### src/inc/skip_pkg.sv
// constants shared by the skip instruction decoder and its top
// Function
// - standby test 0000000111 skips when return flag set
// - serial test 1010001001 skips when request set
// - taken serial skip clears the serial request
// - serial select high makes serial test a nop
// - serial select is bit 3 of control two
// - timer one test skips when its request set
// - taken timer one skip clears its request
// - timer one select high makes test a nop
// - timer one select is bit 2 of control one
package skip_pkg;
    // instruction encodings
    localparam logic [9:0] OP_STANDBY = 10'h007;
    localparam logic [9:0] OP_SERIAL = 10'h289;
    localparam logic [9:0] OP_TIMER_ONE = 10'h280;
    // select bit positions
    localparam int SERIAL_SEL_BIT = 3;
    localparam int TIMER_SEL_BIT = 2;
    // register byte offsets
    localparam logic [7:0] ADR_CTRL_ONE = 8'h00;
    localparam logic [7:0] ADR_CTRL_TWO = 8'h04;
    localparam logic [7:0] ADR_STATUS = 8'h08;
    localparam logic [7:0] ADR_MASK = 8'h0c;
    localparam logic [7:0] ADR_FLAGS = 8'h10;
    // status and flags register layout
    localparam int ST_SERIAL = 0;
    localparam int ST_TIMER = 1;
    localparam int ST_SKIP = 2;
    localparam int FL_STANDBY = 2;
    // values after reset
    localparam logic [3:0] CTRL_RST = 4'h0;
    localparam logic [2:0] STATUS_RST = 3'h0;
    localparam logic [2:0] MASK_RST = 3'h0;
endpackage

### src/inc/skip_decode_if.sv
// signals between the core top and the skip decoder
`timescale 1ns/1ns
interface skip_decode_if;
    logic [9:0] word;
    logic exec;
    logic standby_flag;
    logic serial_flag;
    logic timer_flag;
    logic serial_sel;
    logic timer_sel;
    logic skip;
    logic clear_serial;
    logic clear_timer;
    modport decoder (
        input word, exec, standby_flag, serial_flag, timer_flag, serial_sel, timer_sel,
        output skip, clear_serial, clear_timer
    );
    modport core (
        output word, exec, standby_flag, serial_flag, timer_flag, serial_sel, timer_sel,
        input skip, clear_serial, clear_timer
    );
endinterface

### src/skip_decoder.sv
// decode of the three flag skip test instructions
`timescale 1ns/1ns
module skip_decoder (
    skip_decode_if.decoder d
);
    logic hit_standby;
    logic hit_serial;
    logic hit_timer;
    logic take_serial;
    logic take_timer;

    always_comb begin
        hit_standby = d.exec && (d.word == skip_pkg::OP_STANDBY);
        hit_serial = d.exec && (d.word == skip_pkg::OP_SERIAL);
        hit_timer = d.exec && (d.word == skip_pkg::OP_TIMER_ONE);
        // select high turns the test into a nop
        take_serial = hit_serial && !d.serial_sel && d.serial_flag;
        take_timer = hit_timer && !d.timer_sel && d.timer_flag;
        d.skip = (hit_standby && d.standby_flag) || take_serial || take_timer;
        d.clear_serial = take_serial;
        d.clear_timer = take_timer;
    end
endmodule

### src/flag_skip_test_instructions.sv
// flag skip test instructions with wishbone control and interrupt
//
// Chosen here: the Wishbone register port and the register addresses.
`timescale 1ns/1ns
module flag_skip_test_instructions (
    // clock, reset, enable
    input wire logic clk_i,
    input wire logic rst_i,
    input wire logic ce_i,
    // core instruction stream
    input wire logic [9:0] instr_i,
    input wire logic instr_valid_i,
    output logic skip_o,
    // flag sources
    input wire logic standby_return_i,
    input wire logic serial_event_i,
    input wire logic timer_one_event_i,
    output logic serial_request_flag_o,
    output logic timer_one_request_flag_o,
    // interrupt
    output logic irq_o,
    // wishbone slave
    input wire logic wb_cyc_i,
    input wire logic wb_stb_i,
    input wire logic wb_we_i,
    input wire logic [7:0] wb_adr_i,
    input wire logic [3:0] wb_sel_i,
    input wire logic [31:0] wb_dat_i,
    output logic [31:0] wb_dat_o,
    output logic wb_ack_o
);
    logic [3:0] irq_control_one;
    logic [3:0] irq_control_two;
    logic [2:0] irq_status;
    logic [2:0] irq_mask;
    logic serial_request_flag;
    logic timer_one_request_flag;
    logic skip;
    logic wb_req;
    logic wb_wr;
    logic wb_rd;
    logic [31:0] next_rdata;
    logic [2:0] status_set;
    logic [2:0] status_clr;

    skip_decode_if dec ();

    // drive the decoder; a skipped slot never executes
    assign dec.word = instr_i;
    assign dec.exec = instr_valid_i && !skip;
    assign dec.standby_flag = standby_return_i;
    assign dec.serial_flag = serial_request_flag;
    assign dec.timer_flag = timer_one_request_flag;
    assign dec.serial_sel = irq_control_two[skip_pkg::SERIAL_SEL_BIT];
    assign dec.timer_sel = irq_control_one[skip_pkg::TIMER_SEL_BIT];

    skip_decoder u_decoder (
        .d(dec)
    );

    // bus strobes
    assign wb_req = wb_cyc_i && wb_stb_i && !wb_ack_o;
    assign wb_wr = wb_req && wb_we_i && wb_sel_i[0];
    assign wb_rd = wb_req && !wb_we_i;

    // skip of the next slot
    always_ff @(posedge clk_i) begin
        if (rst_i) begin
            skip <= 1'b0;
        end else if (ce_i) begin
            skip <= dec.skip;
        end
    end

    // serial request flag, a new request wins over the clear
    always_ff @(posedge clk_i) begin
        if (rst_i) begin
            serial_request_flag <= 1'b0;
        end else if (ce_i) begin
            if (serial_event_i) begin
                serial_request_flag <= 1'b1;
            end else if (dec.clear_serial) begin
                serial_request_flag <= 1'b0;
            end
        end
    end

    // timer one request flag, a new request wins over the clear
    always_ff @(posedge clk_i) begin
        if (rst_i) begin
            timer_one_request_flag <= 1'b0;
        end else if (ce_i) begin
            if (timer_one_event_i) begin
                timer_one_request_flag <= 1'b1;
            end else if (dec.clear_timer) begin
                timer_one_request_flag <= 1'b0;
            end
        end
    end

    // control registers
    always_ff @(posedge clk_i) begin
        if (rst_i) begin
            irq_control_one <= skip_pkg::CTRL_RST;
            irq_control_two <= skip_pkg::CTRL_RST;
        end else if (ce_i && wb_wr) begin
            if (wb_adr_i == skip_pkg::ADR_CTRL_ONE) begin
                irq_control_one <= wb_dat_i[3:0];
            end
            if (wb_adr_i == skip_pkg::ADR_CTRL_TWO) begin
                irq_control_two <= wb_dat_i[3:0];
            end
        end
    end

    // sticky status events and write-one-to-clear
    always_comb begin
        status_set = 3'h0;
        status_set[skip_pkg::ST_SERIAL] = serial_event_i;
        status_set[skip_pkg::ST_TIMER] = timer_one_event_i;
        status_set[skip_pkg::ST_SKIP] = dec.skip;
        status_clr = 3'h0;
        if (wb_wr && wb_adr_i == skip_pkg::ADR_STATUS) begin
            status_clr = wb_dat_i[2:0];
        end
    end

    always_ff @(posedge clk_i) begin
        if (rst_i) begin
            irq_status <= skip_pkg::STATUS_RST;
        end else if (ce_i) begin
            irq_status <= (irq_status & ~status_clr) | status_set;
        end
    end

    // interrupt mask
    always_ff @(posedge clk_i) begin
        if (rst_i) begin
            irq_mask <= skip_pkg::MASK_RST;
        end else if (ce_i && wb_wr && wb_adr_i == skip_pkg::ADR_MASK) begin
            irq_mask <= wb_dat_i[2:0];
        end
    end

    // interrupt output, one cycle behind status
    always_ff @(posedge clk_i) begin
        if (rst_i) begin
            irq_o <= 1'b0;
        end else if (ce_i) begin
            irq_o <= |(irq_status & irq_mask);
        end
    end

    // read mux, unmapped reads give zero
    always_comb begin
        next_rdata = 32'h0;
        case (wb_adr_i)
            skip_pkg::ADR_CTRL_ONE: begin
                next_rdata[3:0] = irq_control_one;
            end
            skip_pkg::ADR_CTRL_TWO: begin
                next_rdata[3:0] = irq_control_two;
            end
            skip_pkg::ADR_STATUS: begin
                next_rdata[2:0] = irq_status;
            end
            skip_pkg::ADR_MASK: begin
                next_rdata[2:0] = irq_mask;
            end
            skip_pkg::ADR_FLAGS: begin
                next_rdata[skip_pkg::ST_SERIAL] = serial_request_flag;
                next_rdata[skip_pkg::ST_TIMER] = timer_one_request_flag;
                next_rdata[skip_pkg::FL_STANDBY] = standby_return_i;
            end
            default: begin
                next_rdata = 32'h0;
            end
        endcase
    end

    // bus answer, one cycle after the request
    always_ff @(posedge clk_i) begin
        if (rst_i) begin
            wb_ack_o <= 1'b0;
            wb_dat_o <= 32'h0;
        end else if (ce_i) begin
            wb_ack_o <= wb_req;
            if (wb_rd) begin
                wb_dat_o <= next_rdata;
            end
        end
    end

    // output copies
    always_ff @(posedge clk_i) begin
        if (rst_i) begin
            skip_o <= 1'b0;
            serial_request_flag_o <= 1'b0;
            timer_one_request_flag_o <= 1'b0;
        end else if (ce_i) begin
            skip_o <= dec.skip;
            serial_request_flag_o <= serial_request_flag;
            timer_one_request_flag_o <= timer_one_request_flag;
        end
    end

    // standby test skips when the return flag is set
    standby_skip_a: assert property (
        @(posedge clk_i) disable iff (rst_i)
        ce_i && instr_valid_i && !skip && instr_i == skip_pkg::OP_STANDBY
            && standby_return_i |=> skip_o
    ) else $error("standby test did not skip");

    // standby test with flag low does not skip and alters nothing
    standby_plain_a: assert property (
        @(posedge clk_i) disable iff (rst_i)
        ce_i && instr_valid_i && !skip && instr_i == skip_pkg::OP_STANDBY
            && !standby_return_i |=> !skip_o
            && serial_request_flag == $past(serial_request_flag | serial_event_i)
            && timer_one_request_flag == $past(timer_one_request_flag | timer_one_event_i)
    ) else $error("standby test misbehaved with flag low");

    // serial test skips and clears its request
    serial_take_a: assert property (
        @(posedge clk_i) disable iff (rst_i)
        ce_i && instr_valid_i && !skip && instr_i == skip_pkg::OP_SERIAL
            && !irq_control_two[3] && serial_request_flag && !serial_event_i
            |=> skip_o && !serial_request_flag ##1 (!serial_request_flag_o || !$past(ce_i))
    ) else $error("serial test skip or clear missing");

    // a taken serial skip with no new serial event leaves the flag low next cycle
    serial_clear_a: assert property (
        @(posedge clk_i) disable iff (rst_i)
        ce_i && dec.clear_serial && !serial_event_i |=> !serial_request_flag
    ) else $error("serial request not cleared");

    // serial select high acts as a nop
    serial_nop_a: assert property (
        @(posedge clk_i) disable iff (rst_i)
        ce_i && instr_valid_i && instr_i == skip_pkg::OP_SERIAL && irq_control_two[3]
            |=> !skip_o && (serial_request_flag || !$past(serial_request_flag))
    ) else $error("serial test not a nop with select high");

    // serial select comes from control two bit 3
    serial_sel_a: assert property (
        @(posedge clk_i) disable iff (rst_i)
        ce_i && wb_wr && wb_adr_i == skip_pkg::ADR_CTRL_TWO
            |=> dec.serial_sel == $past(wb_dat_i[3])
    ) else $error("serial select taken from wrong bit");

    // timer one test skips when its request is set
    timer_take_a: assert property (
        @(posedge clk_i) disable iff (rst_i)
        ce_i && instr_valid_i && !skip && instr_i == skip_pkg::OP_TIMER_ONE
            && !irq_control_one[2] && timer_one_request_flag |=> skip_o
    ) else $error("timer one test did not skip");

    // taken timer skip clears the request unless a new one arrives
    timer_clear_a: assert property (
        @(posedge clk_i) disable iff (rst_i)
        ce_i && dec.clear_timer |=> timer_one_request_flag == $past(timer_one_event_i)
    ) else $error("timer one request not cleared");

    // timer select high acts as a nop
    timer_nop_a: assert property (
        @(posedge clk_i) disable iff (rst_i)
        ce_i && instr_valid_i && instr_i == skip_pkg::OP_TIMER_ONE && irq_control_one[2]
            |=> !skip_o && (timer_one_request_flag || !$past(timer_one_request_flag))
    ) else $error("timer one test not a nop with select high");

    // writing control one bit 2 governs the timer test
    timer_sel_a: assert property (
        @(posedge clk_i) disable iff (rst_i)
        ce_i && wb_wr && wb_adr_i == skip_pkg::ADR_CTRL_ONE
            |=> dec.timer_sel == $past(wb_dat_i[2])
    ) else $error("timer one select not from control one bit 2");

    // a skipped slot is never itself a skip source
    skip_chain_a: assert property (
        @(posedge clk_i) disable iff (rst_i)
        ce_i && skip_o |=> !skip_o || !$past(ce_i)
    ) else $error("skip asserted twice in a row");

    // ack lasts one cycle
    ack_pulse_a: assert property (
        @(posedge clk_i) disable iff (rst_i)
        ce_i && wb_ack_o |=> !wb_ack_o
    ) else $error("ack held more than one cycle");

    // interrupt follows masked status
    irq_follow_a: assert property (
        @(posedge clk_i) disable iff (rst_i)
        ce_i |=> irq_o == |$past(irq_status & irq_mask)
    ) else $error("interrupt does not follow masked status");

    // enable low freezes outputs
    enable_freeze_a: assert property (
        @(posedge clk_i) disable iff (rst_i)
        !ce_i |=> $stable(skip_o) && $stable(wb_ack_o) && $stable(irq_o)
    ) else $error("state moved with enable low");

    // every taken request is answered in the next cycle
    ack_answer_a: assert property (
        @(posedge clk_i) disable iff (rst_i)
        ce_i && wb_req |=> wb_ack_o
    ) else $error("request not answered in one cycle");

    // flag outputs copy the internal flags one cycle late
    flag_copy_a: assert property (
        @(posedge clk_i) disable iff (rst_i)
        ce_i |=> serial_request_flag_o == $past(serial_request_flag)
            && timer_one_request_flag_o == $past(timer_one_request_flag)
    ) else $error("flag outputs do not follow internal flags");

    // a taken skip marks the skip status bit
    skip_status_a: assert property (
        @(posedge clk_i) disable iff (rst_i)
        ce_i && dec.skip |=> irq_status[skip_pkg::ST_SKIP]
    ) else $error("skip status bit not set");

    // a serial event always sets its request
    serial_event_a: assert property (
        @(posedge clk_i) disable iff (rst_i)
        ce_i && serial_event_i |=> serial_request_flag
    ) else $error("serial event lost");

    // a timer one event always sets its request
    timer_event_a: assert property (
        @(posedge clk_i) disable iff (rst_i)
        ce_i && timer_one_event_i |=> timer_one_request_flag
    ) else $error("timer one event lost");

    // control one reads back what it holds
    read_ctrl_a: assert property (
        @(posedge clk_i) disable iff (rst_i)
        ce_i && wb_rd && wb_adr_i == skip_pkg::ADR_CTRL_ONE
            |=> wb_dat_o == {28'h0000000, $past(irq_control_one)}
    ) else $error("control one read data wrong");

    // writing ones clears status bits with no new event
    status_clear_a: assert property (
        @(posedge clk_i) disable iff (rst_i)
        ce_i && wb_wr && wb_adr_i == skip_pkg::ADR_STATUS
            |=> (irq_status & $past(wb_dat_i[2:0] & ~status_set)) == 3'h0
    ) else $error("status bits not cleared by ones");
endmodule

### config.mk
export PLATFORM = sky130hd
export DESIGN_NAME = flag_skip_test_instructions
export DESIGN_NICKNAME = d
export VERILOG_FILES = /design/src/inc/skip_pkg.sv /design/src/inc/skip_decode_if.sv /design/src/skip_decoder.sv /design/src/flag_skip_test_instructions.sv
export SDC_FILE = /design/constraint.sdc
export NUM_CORES = 1
export LEC_CHECK = 0
export BUFFER_PORTS_ARGS = -buffer_cell sky130_fd_sc_hd__buf_2
export CORE_MARGIN = 2
export CORE_UTILIZATION = 46
export DETAILED_ROUTE_END_ITERATION = 12
export GPL_TIMING_DRIVEN = 0
export PLACE_DENSITY_LB_ADDON = 0.2
export SYNTH_ARGS = -nofsm -noshare
export SYNTH_HDL_FRONTEND = slang
export SYNTH_HIERARCHICAL = 1
export SYNTH_SLANG_ARGS = --single-unit
### constraint.sdc
create_clock -name clk_i -period 3.8 [get_ports clk_i]
set_input_delay 0.19 -clock clk_i [delete_from_list [all_inputs] [get_ports clk_i]]
set_output_delay 0.19 -clock clk_i [all_outputs]
set_load 0.02 [all_outputs]
==> results.py <==
metrics = {
    "setup_path": {
        "r2r_setup_slack_ps": 2110,
        "arrival_ps": 1880,
        "cp_max_fo": 7,
        "start_kind": "register",
        "reg2reg_from": "wb_ack_o$_SDFFE_PP0P_",
        "worst_setup_path_end_kind": "register",
        "critPathKind": "register to register",
        "reg2reg_depth": 4,
        "r2r-end": "irq_control_one[1]$_SDFFE_PP0P_",
        "required_ps": 3990,
    },
    "global_route": {
        "antenna_found_initial": 0,
        "grt_pass1_wl_um": 5620,
        "globalRouteOverflowTotal": 0,
        "grtUsageMet3": 0.0450,
        "top_usage_layer": "met2",
        "grt.total_usage": 0.176,
        "grt_pass1_vias": 1243,
        "grt_max_degree": 14,
        "use_met1": 0.227,
        "use_met2": 0.302,
    },
    "synth": {
        "syn-instance-count": 179,
        "syn_area_um2": 1570,
        "synth_area_leader_cell": "dfxtp_1",
        "ys_types": 45,
        "syn_avg_cell_area_um2": 8.77,
        "synth_top_area_frac": 0.319,
        "synth_ff_type": "dfxtp_1",
        "synth_area_leaders": "dfxtp_1, buf_4, mux2i_1, a21oi_1, nand2b_1",
        "yosysWarnings": 6,
        "synth-edff-count": 0,
        "yosysSeqAreaShare": 0.319,
        "synth_seq_cells": 25,
        "synthArstFlopShare": 0,
    },
    "floorplan": {
        "core.rowCount": 21,
        "dieArea_um2": 3890,
        "die_w_um": 62.4,
        "initial_core_util": 0.474,
        "core_um2": 3310,
        "die_h_um": 62.4,
        "io_pins": 101,
    },
    "timing": {
        "setup_tns_ps": 0,
        "min_period_ps": 1690,
        "maxSlewViolCount": 0,
        "slew_headroom": 0.665,
        "skew_ps": 8.00,
        "hold_violations": 0,
        "setup_violations": 0,
        "grt_setup_unrepaired": "no",
        "fmax_ghz": 0.592,
        "tightest_slew_ps": 497,
        "setup_slack_ps": 2110,
        "post-route-period-util": 0.445,
    },
    "cts": {
        "postCtsSetupBuffers": 0,
        "cts_sinks": 25,
        "cts_tree": "built",
        "cts_hold_buf": 0,
        "cts_buffer_depth": 2,
        "cts_resized": 0,
        "h-tree-depth": 1,
        "clockRootBuffer": "clkbuf_4",
        "numCtsBuffers": 3,
        "insertion_delay_ps": 320,
        "clk_pin_slew_ps": 140,
    },
    "detailed_routing": {
        "drc": 0,
        "wl_um": 3560,
        "drt_pre_antenna_iters": 4,
        "viasPerCell": 4.89,
        "wl_per_cell_um": 12.1,
        "vias": 1437,
        "drt_iter0_markers": 40,
        "ant_nets": 0,
    },
    "min_path": {
        "hold_end": "irq_status[1]$_SDFFE_PP0P_",
        "whs_path_depth": 2,
        "hold_start": "wb_dat_i[1]",
        "hold_path.class": "input port to register",
    },
    "power": {
        "vdd_drop_max_uv": 198,
        "p_comb_frac": 0.228,
        "p_sw_frac": 0.293,
        "seqPwrFrac": 0.537,
        "p_leak_nw": 0.884,
        "clockPowerShare": 0.235,
        "pwr_density_cell_nw_per_um2": 259,
        "p_sw_w": 0.000148,
        "internal-power_w": 0.000356,
    },
    "placed_design": {
        "hpwl_um": 2830,
        "portBuffers": 38,
        "pre_cts_slack_ps": 2040,
        "routabilityCongestion": 0.861,
    },
    "layout": {
        "nFillCells": 352,
        "nets": 313,
        "antennaDiodeCount": 0,
        "syn_to_final_growth_pct": 23.9,
        "layout-drive-gt1-share": 0.335,
    },
    "flow_run": {
        "drv_cap": 0,
    },
    "outcome": {
        "status": "completed",
    },
}
[per-stage QoR]
stage	std cells	util	cell area [µm²]	hold slack [ps]	total power [W]
6_report	294	0.587	1940	115	0.000504
3_3_place_gp	290	0.579	1920	458	0.000389
2_1_floorplan	206	-	1670	300	0.000358
5_1_grt	294	0.587	1940	124	0.000528
3_5_place_dp	290	0.579	1920	463	0.000390
4_1_cts	294	0.587	1940	112	0.000506
[synthesized netlist by cell type, types with 4 or more instances]
master,count
nand2_1,10
buf_4,28
a21oi_1,14
nand2b_1,8
nand4b_1,5
mux2i_1,12
o21ai_0,7
nor2_1,13
dfxtp_1,25
clkbuf_1,5
o21ai_1,4
[worst max-delay path by stage]
stage                     depth (start not counted)                               to                  start  slack, ps
after global placement                            5  irq_control_one[2]$_SDFFE_PP0P_            wb_adr_i[0]       2050
after CTS                                         4  irq_control_one[0]$_SDFFE_PP0P_  wb_ack_o$_SDFFE_PP0P_       2130
after floorplan                                   4  irq_control_one[2]$_SDFFE_PP0P_  wb_ack_o$_SDFFE_PP0P_       2200
final                                             4  irq_control_one[1]$_SDFFE_PP0P_  wb_ack_o$_SDFFE_PP0P_       2110
after detailed placement                          5  irq_control_one[0]$_SDFFE_PP0P_            wb_adr_i[0]       2040
after global routing                              4  irq_control_one[1]$_SDFFE_PP0P_  wb_ack_o$_SDFFE_PP0P_       2040
[area by class of cell]
class	count	area, µm²	area share
Buffer	36	249	0.128
Timing Repair Buffer	38	190	0.0978
Multi-Input combinational cell	144	917	0.472
Tap cell	46	57.6	0.0296
Clock buffer	4	26.3	0.0135
Sequential cell	25	500	0.257
Inverter	1	3.75	0.00193
[state kept, by name, indices dropped and copies added (netlist names), 3 cells and up]
name	flops
wb_dat_o	4
irq_control_one	4
irq_control_two	4
irq_mask	3
irq_status	3
[power by group through the flow]
stage | Clock (W) | Sequential [W] | Combinational (W)
finish | 0.000118 | 0.000271 | 0.000115
floorplan | 0 | 0.000278 | 0.0000803
global route | 0.000132 | 0.000272 | 0.000125
global placement | 0 | 0.000276 | 0.000113
detailed placement | 0 | 0.000276 | 0.000113
CTS | 0.000122 | 0.000271 | 0.000113
[cell usage in the layout, fill, tap and decap left out, types with 2 or more instances in the layout]
master / synthesis / layout
buf_2: 1 / 39
buf_4: 28 / 28
conb_1: 1 / 28
dfxtp_1: 25 / 25
a21oi_1: 14 / 14
nor2_1: 13 / 13
mux2i_1: 12 / 12
nand2_1: 10 / 10
nand2b_1: 8 / 8
o21ai_0: 7 / 7
clkbuf_1: 5 / 6
nand4b_1: 5 / 5
o21ai_1: 4 / 4
mux2_2: 3 / 3
or4_4: 3 / 3
nand4_1: 3 / 3
a311oi_1: 3 / 3
nand3_1: 3 / 3
clkbuf_4: 0 / 3
and4b_1: 2 / 2
and2_1: 2 / 2
a32oi_1: 2 / 2
nor4b_1: 2 / 2
[cells by family (layout without fill, tap and decap cells)]
kind of cell / Yosys count / count (layout) / share of synthesized area
other cells: 1 / 28 / 0.00239
mux: 15 / 15 / 0.0981
simple gates: 64 / 64 / 0.272
buf+inv: 37 / 79 / 0.161
compound gates: 37 / 37 / 0.148
flops: 25 / 25 / 0.319
[per-layer routing]
metal	routed length, µm	part of all wire
met2	1700	0.48
met3	258	0.073
met4	13	0.0037
met5	0	0
met1	1580	0.45
[worst max-delay path, cell delays in order (launching register included)]
cell      delay, ps
dfxtp_1         350
nand4b_2        340
or4_4           620
o21ai_1         170
a21oi_1          80
No activity file was read; power rests on OpenSTA's default activity.
